### src/hw/spi_port_map.vh
// Register offsets, field positions and reset values of the serial port
`ifndef SPI_PORT_MAP_VH
`define SPI_PORT_MAP_VH
`define OFS_CONTROL 12'h000
`define OFS_STATUS 12'h004
`define OFS_DATA 12'h008
`define OFS_BRG 12'h00c
`define CTL_RATE2 7
`define CTL_ENABLE 6
`define CTL_SELECT_PIN_DISABLE 5
`define CTL_MASTER 4
`define CTL_CLOCK_POLARITY_BIT 3
`define CTL_CLOCK_PHASE_BIT 2
`define CTL_RATE1 1
`define CTL_RATE0 0
`define STA_DONE 7
`define STA_WRITE_COLLISION_FLAG 6
`define STA_MODE_FAULT_FLAG 4
`define CONTROL_RESET 8'h00
`define BRG_RESET 8'h00
`define BYTE_BITS 4'h8
`endif

### src/hw/spi_master_slave_port.v
// Serial peripheral port, master or slave, with APB register access
`timescale 1ns/10ps
`include "spi_port_map.vh"
module spi_master_slave_port (
	input wire i_sys_clk,
	input wire i_resetn,
	input wire i_psel,
	input wire i_penable,
	input wire i_pwrite,
	input wire [11:0] i_paddr,
	input wire [31:0] i_pwdata,
	output reg [31:0] o_prdata,
	output reg o_pready,
	output reg o_pslverr,
	input wire i_brg_tick,
	input wire i_sck,
	output reg o_sck,
	output reg o_sck_oen,
	input wire i_mosi,
	output reg o_mosi,
	output reg o_mosi_oen,
	input wire i_miso,
	output reg o_miso,
	output reg o_miso_oen,
	input wire i_ss_n,
	output reg o_mode_fault_irq
);
	reg [7:0] serial_control_reg_q;
	reg [7:0] rx_data_q;
	reg [7:0] tx_data_q;
	reg [7:0] shift_q;
	reg transfer_complete_flag_q;
	reg write_collision_flag_q;
	reg mode_fault_flag_q;
	reg done_armed_q;
	reg write_collision_flag_armed_q;
	reg mode_fault_flag_armed_q;
	reg busy_q;
	reg tx_pending_q;
	reg [3:0] bit_cnt_q;
	reg sck_q;
	reg half_q;
	reg [6:0] div_q;
	reg [2:0] sck_s_q;
	reg [2:0] mosi_s_q;
	reg [2:0] miso_s_q;
	reg [2:0] ss_s_q;
	reg sck_f_q;
	reg mosi_f_q;
	reg miso_f_q;
	reg ss_f_q;
	wire en = serial_control_reg_q[`CTL_ENABLE];
	wire master = serial_control_reg_q[`CTL_MASTER];
	wire clock_polarity_bit = serial_control_reg_q[`CTL_CLOCK_POLARITY_BIT];
	wire clock_phase_bit = serial_control_reg_q[`CTL_CLOCK_PHASE_BIT];
	wire select_pin_disable = serial_control_reg_q[`CTL_SELECT_PIN_DISABLE];
	wire [2:0] rate = {serial_control_reg_q[`CTL_RATE2], serial_control_reg_q[`CTL_RATE1],
		serial_control_reg_q[`CTL_RATE0]};
	wire acc = i_psel && i_penable && o_pready;
	wire wr = acc && i_pwrite;
	wire rd = acc && !i_pwrite;
	wire wr_ctl = wr && (i_paddr == `OFS_CONTROL);
	wire wr_dat = wr && (i_paddr == `OFS_DATA);
	wire rd_sta = rd && (i_paddr == `OFS_STATUS);
	wire rd_dat = rd && (i_paddr == `OFS_DATA);
	wire acc_dat = acc && (i_paddr == `OFS_DATA);
	// Filtered inputs: a change counts once stages two and three agree
	always @(posedge i_sys_clk) begin
		if (!i_resetn) begin
			sck_s_q <= 3'h0;
			mosi_s_q <= 3'h0;
			miso_s_q <= 3'h0;
			ss_s_q <= 3'h7;
			sck_f_q <= 1'b0;
			mosi_f_q <= 1'b0;
			miso_f_q <= 1'b0;
			ss_f_q <= 1'b1;
		end else begin
			sck_s_q <= {sck_s_q[1:0], i_sck};
			mosi_s_q <= {mosi_s_q[1:0], i_mosi};
			miso_s_q <= {miso_s_q[1:0], i_miso};
			ss_s_q <= {ss_s_q[1:0], i_ss_n};
			if (sck_s_q[1] == sck_s_q[2])
				sck_f_q <= sck_s_q[2];
			if (mosi_s_q[1] == mosi_s_q[2])
				mosi_f_q <= mosi_s_q[2];
			if (miso_s_q[1] == miso_s_q[2])
				miso_f_q <= miso_s_q[2];
			if (ss_s_q[1] == ss_s_q[2])
				ss_f_q <= ss_s_q[2];
		end
	end
	reg sck_prev_q;
	reg ss_prev_q;
	wire slave_sel = !ss_f_q || (clock_phase_bit && select_pin_disable);
	wire slave_on = en && !master && slave_sel;
	wire s_edge = sck_f_q != sck_prev_q;
	// Edge leaving idle samples at phase 0, returning edge at phase 1
	wire s_lead = s_edge && (sck_f_q != clock_polarity_bit);
	wire s_samp = s_edge && ((sck_f_q != clock_polarity_bit) ^ clock_phase_bit);
	wire s_shift = s_edge && !((sck_f_q != clock_polarity_bit) ^ clock_phase_bit);
	// Mode fault: SS low while master unless select pin disabled
	wire mode_fault_flag_evt = en && master && !select_pin_disable && !ss_f_q;
	// Edge detectors start at the idle levels
	always @(posedge i_sys_clk) begin
		if (!i_resetn) begin
			sck_prev_q <= 1'b0;
			ss_prev_q <= 1'b1;
		end else begin
			sck_prev_q <= sck_f_q;
			ss_prev_q <= ss_f_q;
		end
	end
	// Half period in system clocks less one, per rate code
	reg [6:0] div_top;
	always @* begin
		case (rate)
			3'h0: div_top = 7'h00;
			3'h1: div_top = 7'h01;
			3'h2: div_top = 7'h03;
			3'h3: div_top = 7'h07;
			3'h4: div_top = 7'h0f;
			3'h5: div_top = 7'h1f;
			3'h6: div_top = 7'h3f;
			default: div_top = 7'h00;
		endcase
	end
	// Code 7 hands the stepping over to the external generator
	wire use_brg = (rate == 3'h7);
	wire div_end = (div_q == div_top);
	wire m_step = busy_q && master && (use_brg ? i_brg_tick : div_end);
	// Divider restarts with each transfer so the first half period is full
	always @(posedge i_sys_clk) begin
		if (!i_resetn) begin
			div_q <= 7'h00;
		end else if (busy_q && master && !use_brg && !div_end) begin
			div_q <= div_q + 7'h01;
		end else begin
			div_q <= 7'h00;
		end
	end
	// Transfer start paths
	wire m_load = wr_dat && !busy_q && en && master;
	wire m_reload = !mode_fault_flag_evt && tx_pending_q && en && master && !busy_q && !wr_dat;
	wire [7:0] status_word = {transfer_complete_flag_q, write_collision_flag_q, 1'b0,
		mode_fault_flag_q, busy_q, 3'h0};
	wire setup_phase = i_psel && !o_pready;
	wire adr_misaligned = (i_paddr[1:0] != 2'h0);
	wire adr_beyond = (i_paddr > `OFS_BRG);
	reg [31:0] read_word;
	always @* begin
		read_word = 32'h0;
		case (i_paddr)
			`OFS_CONTROL: read_word = {24'h0, serial_control_reg_q};
			`OFS_STATUS: read_word = {24'h0, status_word};
			`OFS_DATA: read_word = {24'h0, rx_data_q};
			default: read_word = 32'h0;
		endcase
	end
	always @(posedge i_sys_clk) begin
		if (!i_resetn) begin
			serial_control_reg_q <= `CONTROL_RESET;
			rx_data_q <= 8'h00;
			tx_data_q <= 8'h00;
			shift_q <= 8'h00;
			transfer_complete_flag_q <= 1'b0;
			write_collision_flag_q <= 1'b0;
			mode_fault_flag_q <= 1'b0;
			done_armed_q <= 1'b0;
			write_collision_flag_armed_q <= 1'b0;
			mode_fault_flag_armed_q <= 1'b0;
			busy_q <= 1'b0;
			tx_pending_q <= 1'b0;
			bit_cnt_q <= 4'h0;
			sck_q <= 1'b0;
			half_q <= 1'b0;
		end else begin
			// Flag clears first, so a same-cycle set below wins
			if (rd_sta)
				done_armed_q <= transfer_complete_flag_q;
			if (rd_dat && done_armed_q) begin
				transfer_complete_flag_q <= 1'b0;
				done_armed_q <= 1'b0;
			end
			if (rd_sta)
				write_collision_flag_armed_q <= write_collision_flag_q;
			if (acc_dat && !rd_sta && write_collision_flag_armed_q) begin
				write_collision_flag_q <= 1'b0;
				write_collision_flag_armed_q <= 1'b0;
			end
			if (rd_sta)
				mode_fault_flag_armed_q <= mode_fault_flag_q;
			if (wr_ctl) begin
				serial_control_reg_q <= i_pwdata[7:0];
				if (mode_fault_flag_armed_q) begin
					mode_fault_flag_q <= 1'b0;
					mode_fault_flag_armed_q <= 1'b0;
				end
			end
			if (!busy_q)
				sck_q <= clock_polarity_bit;
			if (wr_dat) begin
				tx_data_q <= i_pwdata[7:0];
				if (busy_q)
					write_collision_flag_q <= 1'b1;
				else if (en && master) begin
					shift_q <= i_pwdata[7:0];
					busy_q <= 1'b1;
					bit_cnt_q <= 4'h0;
					half_q <= 1'b0;
					tx_pending_q <= 1'b0;
				end else begin
					shift_q <= i_pwdata[7:0];
				end
			end
			if (mode_fault_flag_evt) begin
				mode_fault_flag_q <= 1'b1;
				serial_control_reg_q[`CTL_ENABLE] <= 1'b0;
				serial_control_reg_q[`CTL_MASTER] <= 1'b0;
				if (busy_q && master) begin
					busy_q <= 1'b0;
					tx_pending_q <= 1'b1;
					sck_q <= clock_polarity_bit;
				end
			end else if (m_reload) begin
				shift_q <= tx_data_q;
				busy_q <= 1'b1;
				bit_cnt_q <= 4'h0;
				half_q <= 1'b0;
				tx_pending_q <= 1'b0;
			end else if (m_step) begin
				sck_q <= ~sck_q;
				half_q <= ~half_q;
				// Capture on the first half at phase 0, second at phase 1
				if (half_q == clock_phase_bit)
					shift_q <= {shift_q[6:0], miso_f_q};
				if (half_q) begin
					bit_cnt_q <= bit_cnt_q + 4'h1;
					if (bit_cnt_q == `BYTE_BITS - 4'h1) begin
						busy_q <= 1'b0;
						transfer_complete_flag_q <= 1'b1;
						rx_data_q <= clock_phase_bit ? {shift_q[6:0], miso_f_q} : shift_q;
					end
				end
			end
			if (slave_on && !master) begin
				if (!ss_f_q && ss_prev_q && !clock_phase_bit)
					bit_cnt_q <= 4'h0;
				if (s_samp) begin
					shift_q <= {shift_q[6:0], mosi_f_q};
					bit_cnt_q <= bit_cnt_q + 4'h1;
					if (bit_cnt_q == `BYTE_BITS - 4'h1) begin
						rx_data_q <= {shift_q[6:0], mosi_f_q};
						transfer_complete_flag_q <= 1'b1;
						bit_cnt_q <= 4'h0;
					end
				end
			end
		end
	end
	// Phase 0 presents the MSB before the first edge; sampled byte rides shift_q
	reg [7:0] out_byte_q;
	always @(posedge i_sys_clk) begin
		if (!i_resetn) begin
			out_byte_q <= 8'h00;
			o_mosi <= 1'b0;
			o_miso <= 1'b0;
			o_sck <= 1'b0;
			o_sck_oen <= 1'b1;
			o_mosi_oen <= 1'b1;
			o_miso_oen <= 1'b1;
			o_mode_fault_irq <= 1'b0;
			o_prdata <= 32'h0;
			o_pready <= 1'b0;
			o_pslverr <= 1'b0;
		end else begin
			// Start paths load the byte itself, the shifter is written in the same cycle
			if (m_load)
				out_byte_q <= i_pwdata[7:0];
			else if (m_reload)
				out_byte_q <= tx_data_q;
			else if (!busy_q && !slave_on)
				out_byte_q <= shift_q;
			// Master moves MOSI on the edge opposite to sampling
			else if (master ? (m_step && half_q != clock_phase_bit && !(clock_phase_bit && bit_cnt_q == 4'h0))
				: (s_shift && !(s_lead && !clock_phase_bit)))
				out_byte_q <= {out_byte_q[6:0], 1'b0};
			else if (!master && s_lead && clock_phase_bit && bit_cnt_q == 4'h0)
				out_byte_q <= shift_q;
			o_mosi <= out_byte_q[7];
			o_miso <= out_byte_q[7];
			o_sck <= sck_q;
			o_sck_oen <= !(en && master);
			o_mosi_oen <= !(en && master);
			o_miso_oen <= !slave_on;
			o_mode_fault_irq <= mode_fault_flag_q && !select_pin_disable;
			// No wait state: pready rises in the first access cycle, drops after
			o_pready <= setup_phase;
			o_pslverr <= setup_phase && (adr_misaligned || adr_beyond);
			o_prdata <= read_word;
		end
	end
endmodule

### config.mk
export PLATFORM = sky130hd
export DESIGN_NAME = spi_master_slave_port
export DESIGN_NICKNAME = d
export VERILOG_FILES = /design/src/hw/spi_master_slave_port.v
export VERILOG_INCLUDE_DIRS = /design/src /design/src/hw
export SDC_FILE = /design/constraint.sdc
export NUM_CORES = 1
export LEC_CHECK = 0
export ABC_AREA = 1
export ABC_CLOCK_PERIOD_IN_PS = 4450
export BUFFER_PORTS_ARGS = -buffer_cell sky130_fd_sc_hd__clkbuf_2
export CAP_MARGIN = 0
export CORE_UTILIZATION = 59
export DETAILED_ROUTE_END_ITERATION = 7
export GPL_TIMING_DRIVEN = 1
export HOLD_SLACK_MARGIN = 0.12
export PLACE_DENSITY = 0.85
export SKIP_CTS_REPAIR_TIMING = 1
export SYNTH_ARGS = -nofsm -noshare
export SYNTH_HDL_FRONTEND = slang
export SYNTH_SLANG_ARGS = --single-unit
### constraint.sdc
create_clock -name i_sys_clk -period 4.45 [get_ports i_sys_clk]
set_input_delay 0.89 -clock i_sys_clk [delete_from_list [all_inputs] [get_ports i_sys_clk]]
set_output_delay 0.89 -clock i_sys_clk [all_outputs]
set_load 0.03 [all_outputs]
---- After elaboration in Yosys (flattened, before gate mapping) ----
Cells that the tools add are included.
storage, ports and cells
  register bits ........................... 118
  output and inout bits ................... 41
  logic and storage cells ................. 221
  input port bits ......................... 54
cells by class
  magnitude comparators ................... 1
  bitwise operators ....................... 4
  equal/unequal tests ..................... 19
  add/subtract/negate cells ............... 2
  reduce and logical (&&, ||, !) cells .... 78
  muxes and demuxes ....................... 81
operator list
  cell                                                            count
  two-way mux 8 bit                                               22
  logical AND 1 bit                                               48
  two-way mux 1 bit                                               46
  two-way mux 4 bit                                               11
  one-hot mux 6 bit (6 select lines)                              1
  one-hot mux 8 bit (3 select lines)                              1
  logical NOT 1 bit                                               17
  == test 12 x 3 -> 1 bit, second input constant                  1
  == test 12 x 4 -> 1 bit, second input constant                  1
  == test 3 bit, second input constant                            4
  greater-than comparator 12 x 4 -> 1 bit, second input constant  1
  logical NOT 12 bit                                              1
  adder 7 x 1 -> 7 bit, second input constant                     1
  == test 7 bit                                                   1
  == test 3 x 2 -> 1 bit, second input constant                   2
  nonzero test 2 bit                                              3
  OR reduction 2 bit                                              3
  == test 1 bit                                                   5
  nonzero test 5 bit                                              1
  adder 4 x 1 -> 4 bit, second input constant                     1
  == test 4 x 3 -> 1 bit, second input constant                   1
  logical NOT 4 bit                                               1
  AND reduction 2 bit                                             2
  == test 3 x 1 -> 1 bit, second input constant                   1
  other kinds (4)                                                 9

---- Depth between registers and ports, before layout ----
Gate-level depths: netlist of run 1.
  word-level depth ........................ 14
  depth in mapped cells ................... 18
  gate-level depth less buffers ........... 17

---- Worst setup path before layout of run 1 ----
Ideal clock, no wire load.
  path type ............................... input to register
  start point ............................. in i_paddr[1]
  end point ............................... reg bit_cnt_q[2]
  setup slack ............................. 2005 ps
  buffers on the path ..................... 0
  setup time .............................. 113 ps
  cell stages on the path ................. 15
  arrival ................................. 2332 ps
  data required time ...................... 4337 ps
  cell sequence ........................... or2_1 > nor3_4 > nand3_2 > clkinv_4 > nand2_8 > clkinv_2 > nand2_4 > nor2_8 > inv_4 > nand2_1 > inv_2 > nand2_1 > o21ai_1 > nand2_1 > nand2_1
on the way
  word-level cells in the longest chain between the ends .. 10
ends and longest elaborated chain
  item                       line                         text
  start, declared            spi_master_slave_port.v:10   input wire [11:0] i_paddr,
  == test 12 x 4 -> 1 bit *  --
  logical AND 1 bit *        spi_master_slave_port.v:63   wire wr_dat = wr && (i_paddr == `OFS_DATA);
  two-way mux 4 bit          spi_master_slave_port.v:202  if (wr_dat) begin
  two-way mux 4 bit          spi_master_slave_port.v:237  if (half_q) begin
  two-way mux 4 bit          spi_master_slave_port.v:231  end else if (m_step) begin
  two-way mux 4 bit          spi_master_slave_port.v:225  end else if (m_reload) begin
  two-way mux 4 bit *        spi_master_slave_port.v:216  if (mode_fault_flag_evt) begin
  two-way mux 4 bit          spi_master_slave_port.v:247  if (!ss_f_q && ss_prev_q && !clock_phase_bit)
  two-way mux 4 bit          spi_master_slave_port.v:249  if (s_samp) begin
  two-way mux 4 bit *        spi_master_slave_port.v:246  if (slave_on && !master) begin
  end signal, assigned       spi_master_slave_port.v:238  bit_cnt_q <= bit_cnt_q + 4'h1;
  end signal, assigned       spi_master_slave_port.v:251  bit_cnt_q <= bit_cnt_q + 4'h1;
  end, declared              spi_master_slave_port.v:40   reg [3:0] bit_cnt_q;
Mark *: on every way between the ends. The rest lies on a longest branch, timed or not.
A chain may end at the register's enable or synchronous reset.

---- Final worst setup path of run 1 ----
  start point ............................. reg serial_control_reg_q[2]
  end point ............................... reg bit_cnt_q[0]
on the way
  word-level cells in the longest chain between the ends .. 5
ends and longest elaborated chain
  item                                                    line                                                      text
  start, declared                                         spi_master_slave_port.v:28                                reg [7:0] serial_control_reg_q;
  start signal, assigned                                  spi_master_slave_port.v:162                               serial_control_reg_q <= `CONTROL_RESET;
  start signal, assigned                                  spi_master_slave_port.v:194                               serial_control_reg_q <= i_pwdata[7:0];
  logical NOT 1 bit or logical AND 1 bit (tied branches)  spi_master_slave_port.v:247, spi_master_slave_port.v:95
  logical AND 1 bit or logical OR 1 bit (tied branches)   spi_master_slave_port.v:247, spi_master_slave_port.v:95
  two-way mux 4 bit or logical AND 1 bit (tied branches)  spi_master_slave_port.v:247, spi_master_slave_port.v:96
  two-way mux 4 bit or logical AND 1 bit (tied branches)  spi_master_slave_port.v:249, spi_master_slave_port.v:246
  two-way mux 4 bit *                                     spi_master_slave_port.v:246
Marks and branches as above.

==> results.yml, run 1 <==
run_status:
  status: "complete, no violations"
worst_hold_path:
  min_path_cells: 2
  hold_path_end: "mosi_s_q[1]"
  hold_start: "mosi_s_q[0]"
  hp-class: "reg -> reg"
logic_synthesis:
  netlist_instances: 681
  async_reset_ff_frac: 0
  yosysTopAreaCell: "dfxtp_1"
  syn_area_um2: 4750
  synth-main-ff-cell: "dfxtp_1"
  ys_warn_count: 0
  synth_top_area_frac: 0.396
  ys_seq_area_frac: 0.396
  ys_ff_latch: 94
  avgSynthCellArea_um2: 6.97
  yosys-top-cells-area: "dfxtp_1, nand2_1, inv_1"
  synth.distinct_cells: 49
  synth_edf_count: 0
floorplan:
  io_pins: 95
  rows: 32
  coreArea_um2: 7770
  die_area_um2: 8410
  die_height_um: 91.7
  initial_core_util: 0.611
  dieWidth_um: 91.7
worst_setup_path:
  crit_chain: "a21oi_1 -> nor3_1 -> nand2_1 -> o21ai_0 -> o21ai_0 -> a21oi_1"
  path_class: "reg -> reg"
  ff2ff_path_depth: 6
  required_ns: 4.74
  crit_path_start_kind: "flip-flop"
  r2r_slack_ns: 1.57
  worstSetupEndpointType: "flip-flop"
  cpPeakStageDelay_ns: 0.73
  r2r_end: "bit_cnt_q[0]"
  cpMaxStageDelayCell: "dfxtp_1"
  critical_path_arrival_ns: 3.18
  critPathMaxFanout: 20
  reg2reg_from: "serial_control_reg_q[2]"
clock_tree:
  cts_root_buf: "clkbuf_8"
  clkTransAtPathRegs_ns: 0.09
  insertion_delay_ns: 0.37
  cts_buffers: 9
  htreeDepth: 3
  cts_buffer_depth: 2
  cts_tree: "yes"
  clock-sinks: 94
timing:
  final.period_utilization: 0.647
  finClkSkew_ns: 0.0111
  fin_crit_ns: 2.88
  finalHoldViolCount: 0
  max_clock_freq_mhz: 347
  timing.final.ws_setup_ns: 1.57
  maxSlewViolCount: 0
  tightestPinTransition_ns: 0.939
  setup_tns_ns: 0
  rsz0062_at_grt: "false"
  max-slew-margin-rel: 0.374
  setup_viol: 0
routing:
  dr.pass1.iters: 6
  drt_iter0_drc: 411
  ant_nets: 0
  vias: 4358
  remaining_drc_errors: 0
  wire_per_inst_um: 13.0
  finalWirelength_um: 10700
  vias_per_cell: 5.31
power_and_ir_drop:
  p_per_area_nw_per_um2: 312
  power.leakage_uw: 0.00256
  ir_drop_mv: 0.231
finish:
  fill_cells: 673
  nets: 772
  syn_to_final_growth_pct: 8.32
  regArea_um2: 1880
  antenna_cells: 0
  drive_gt1_frac: 0.129
  mostFrequentLayoutCell: "nand2_1"
  multiInputGateArea_um2: 2250
  final_cell_mix: "nand2_1, inv_1, dfxtp_1, nand3_1"
grt:
  use_met2: 0.467
  grt_pass1_wl_um: 18600
  grtUsageMet3: 0.0415
  grt-busiest-layer: "met2"
  antenna_found_initial: 0
  grt.overflow.total: 0
  grtUsageMet1: 0.331
  grt.total_usage: 0.274
  grt_max_degree: 51
  grt_pass1_vias: 4144
place:
  hpwl_um: 7900
  io_buffers: 46
  place_ws_ns: 1.43
  gp_congestion: 0.926
job:
  max_cap_viol_count: 0
[metrics by stage]
stage | total power, µW | std cells | util | area, µm² | hold WS (ns)
floorplan | 937 | 704 | - | 4840 | 0.390
global placement | 945 | 806 | 0.631 | 4900 | 0.394
detailed placement | 947 | 806 | 0.631 | 4900 | 0.402
CTS | 1610 | 821 | 0.662 | 5140 | 0.422
global route | 1650 | 821 | 0.662 | 5140 | 0.430
finish | 1610 | 821 | 0.662 | 5140 | 0.419
[kinds of logic (layout without fill, tap and decap cells)]
group	count (synthesis)	in the layout	share of synthesized area
buffers and inverters	153	168	0.149
flip-flops	94	94	0.396
other	1	24	0.000790
adder cells (fa/ha/maj)	3	3	0.00790
AO/OA/AOI/OAI	124	124	0.149
XOR/XNOR	8	8	0.0148
AND/OR/NAND/NOR	298	298	0.282
[layer usage]
| metal | vias to the layer above | part of all wire | wire [µm] |
|---|---|---|---|
| li1 | 2196 | - | - |
| met1 | 1962 | 0.42 | 4500 |
| met2 | 178 | 0.48 | 5090 |
| met3 | 22 | 0.070 | 746 |
| met4 | 0 | 0.034 | 366 |
| met5 | - | 0 | 0 |
[worst max-delay path by stage]
| stage | startpoint | depth (start not counted) | slack, ns | endpoint |
|---|---|---|---|---|
| global route | serial_control_reg_q[2] | 6 | 1.34 | bit_cnt_q[0] |
| floorplan | i_paddr[1] | 15 | 2.01 | bit_cnt_q[2] |
| finish | serial_control_reg_q[2] | 6 | 1.57 | bit_cnt_q[0] |
| global placement | i_resetn | 4 | 1.47 | div_q[3] |
| CTS | serial_control_reg_q[2] | 6 | 1.61 | bit_cnt_q[0] |
| detailed placement | i_resetn | 4 | 1.43 | div_q[2] |
[cell type report]
cell class / count / area share
multi-input cells: 457 / 0.437
flip-flops and latches: 94 / 0.366
repair buffers: 47 / 0.0462
inverters: 106 / 0.0790
clock buffers: 10 / 0.0268
clock inverters: 5 / 0.0209
well taps: 102 / 0.0248
[worst max-delay path, delay by kind of cell (launching register included)]
kind / cells / cell delay [ns]
and+or+nand+nor: 2 / 1.16
DFF: 1 / 0.73
AOI/OAI and AO/OA: 4 / 0.93
[state kept, by name (all words and copies together), names as in the netlist, 3 cells and up]
register              flops
div_q                     7
bit_cnt_q                 4
o_prdata                  8
rx_data_q                 8
shift_q                   8
mosi_s_q                  3
tx_data_q                 8
ss_s_q                    3
sck_s_q                   3
serial_control_reg_q      8
out_byte_q                8
miso_s_q                  3
[cells in the mapped netlist, types with 5 or more instances]
cell type,number
buf_4,28
inv_2,5
o21ai_0,46
nand2_1,177
o211ai_1,17
clkbuf_1,12
nand3_1,49
o22ai_1,5
nor2_1,33
inv_1,97
dfxtp_1,94
a21oi_1,42
nor3_1,8
nand2_2,6
[where the power goes]
part | switching [µW] | leakage (µW) | internal (µW) | total [µW]
logic | 61.9 | 0.00168 | 17.9 | 79.8
clock network | 290 | 0.000123 | 387 | 677
registers | 2.46 | 0.000760 | 846 | 848
No activity file was read; power rests on OpenSTA's default activity.
==> run 2, diff against run 1 <==
- ABC_CLOCK_PERIOD_IN_PS: 4450 -> 2600
- CORE_UTILIZATION: 59 -> 50
- PLACE_DENSITY: 0.85 -> 0.76
- clock period: 4.45 -> 2.6 ns (I/O delays scaled with it)
==> results.yml, run 2 (synthesis results as in run 1) <==
run_status:
  status: "complete, no violations"
clock_tree:
  cts_buffer_depth: 2
  insertion_delay_ns: 0.36
  cts_tree: "yes"
  cts_root_buf: "clkbuf_8"
  clock-sinks: 94
  cts_buffers: 9
  htreeDepth: 3
  clkTransAtPathRegs_ns: 0.10
finish:
  antenna_cells: 0
  nets: 783
  fin_cells: 860
  fin_util: 0.567
  drive_gt1_frac: 0.145
  final_cell_mix: "nand2_1, inv_1, dfxtp_1, nand3_1"
  mostFrequentLayoutCell: "nand2_1"
  syn_to_final_growth_pct: 10.3
routing:
  drt_iter0_drc: 297
  vias_per_cell: 5.06
  wire_per_inst_um: 12.9
  remaining_drc_errors: 0
  finalWirelength_um: 11100
  dr.pass1.iters: 5
  vias: 4349
  ant_nets: 0
worst_setup_path:
  startpoint: "serial_control_reg_q[1]"
  crit_chain: "nand2_2 -> nand2_2 -> nor2_1 -> nand2_1 -> nand2_1 -> nor2_1 -> nand3_1 -> nand2_2 -> nand2_2 -> inv_2 -> nand4_2 -> buf_4 -> nand2_1 -> nand3_1 -> o21ai_0 -> inv_1"
  cp_num_cells: 16
  critPathMaxFanout: 10
  reg2reg_from: "serial_control_reg_q[1]"
  required_ns: 2.86
  cpMaxStageDelayCell: "dfxtp_1"
  crit_path_start_kind: "flip-flop"
  ff2ff_path_depth: 16
  path_class: "reg -> reg"
  cpPeakStageDelay_ns: 0.52
  path_common_cell: "nand2_2"
  path_buf_inv: 3
  worstSetupEndpointType: "flip-flop"
  critical_path_arrival_ns: 2.55
  cpLargestDelayFamily: "simple AND/OR/NAND/NOR gates"
grt:
  grt.total_usage: 0.231
  grt_pass1_wl_um: 18300
  grt.overflow.total: 0
  grt_max_degree: 50
  grt_pass1_vias: 3921
  antenna_found_initial: 0
place:
  io_buffers: 46
  placed_cells: 844
  hpwl_um: 8160
  gp_congestion: 0.920
timing:
  maxSlewViolCount: 0
  finalHoldViolCount: 0
  fin_crit_ns: 2.29
  max-slew-margin-rel: 0.539
  max_clock_freq_mhz: 436
  setup_viol: 0
  rsz0062_at_grt: "false"
  finClkSkew_ns: 0.0106
  final.period_utilization: 0.882
  setup_tns_ns: 0
  tightestPinTransition_ns: 0.687
power_and_ir_drop:
  p_per_area_nw_per_um2: 503
  ir_drop_mv: 0.357
  power.leakage_uw: 0.00260
floorplan:
  die_height_um: 99.5
  dieWidth_um: 99.5
  io_pins: 95
  initial_core_util: 0.514
  rows: 35
  die_area_um2: 9890
  coreArea_um2: 9240
worst_hold_path:
  min_path_cells: 3
  hp-class: "in -> reg"
  hold_start: "i_sck"
job:
  max_cap_viol_count: 0
==> run 2: through the flow <==
stage               setup slack, ns  power, µW  hold WS [ns]  cell area, µm²
global route                 0.0241       2720         0.339            5240
finish                        0.306       2630         0.338            5240
CTS                           0.215       2650         0.333            5240
global placement              0.242       1620         0.393            5020
floorplan                     0.525       1600         0.390            4840
detailed placement            0.225       1620         0.402            5020
==> run 2: worst register-to-register path, stage by stage (launching register included) <==
cell,delay [ns]
dfxtp_1,0.52
nand2_2,0.11
nand2_2,0.14
nor2_1,0.08
nand2_1,0.06
nand2_1,0.04
nor2_1,0.08
nand3_1,0.10
nand2_2,0.12
nand2_2,0.10
inv_2,0.11
nand4_2,0.22
buf_4,0.25
nand2_1,0.05
nand3_1,0.07
o21ai_0,0.09
inv_1,0.05
==> run 2: layer usage <==
layer  routed length [µm]  global-route usage
met1                 4920               0.292
met5                    0                   0
met4                  340              0.0973
met2                 5250               0.393
met3                  593              0.0372
==> run 2: area by class of cell <==
class	instances	area, µm²
tap	129	161
multi-input combinational	457	2250
clock inverter	4	53.8
sequential	94	1880
timing repair buffer	58	320
inverter	106	407
clock buffer	12	165
fill	867	4000
==> run 2: worst paths after layout <==
check / end / slack [ns]
worst max-delay path: rx_data_q[7] / 0.31
worst min-delay path: sck_s_q[0] / 0.34
worst max register to register: rx_data_q[7] / 0.31
worst min register to register: sck_s_q[1] / 0.42
==> run 2: where the power goes <==
part	total (µW)	internal (µW)	switching, µW
Sequential	1450	1450	4.01
Combinational	140	32.5	108
Clock	1040	525	515
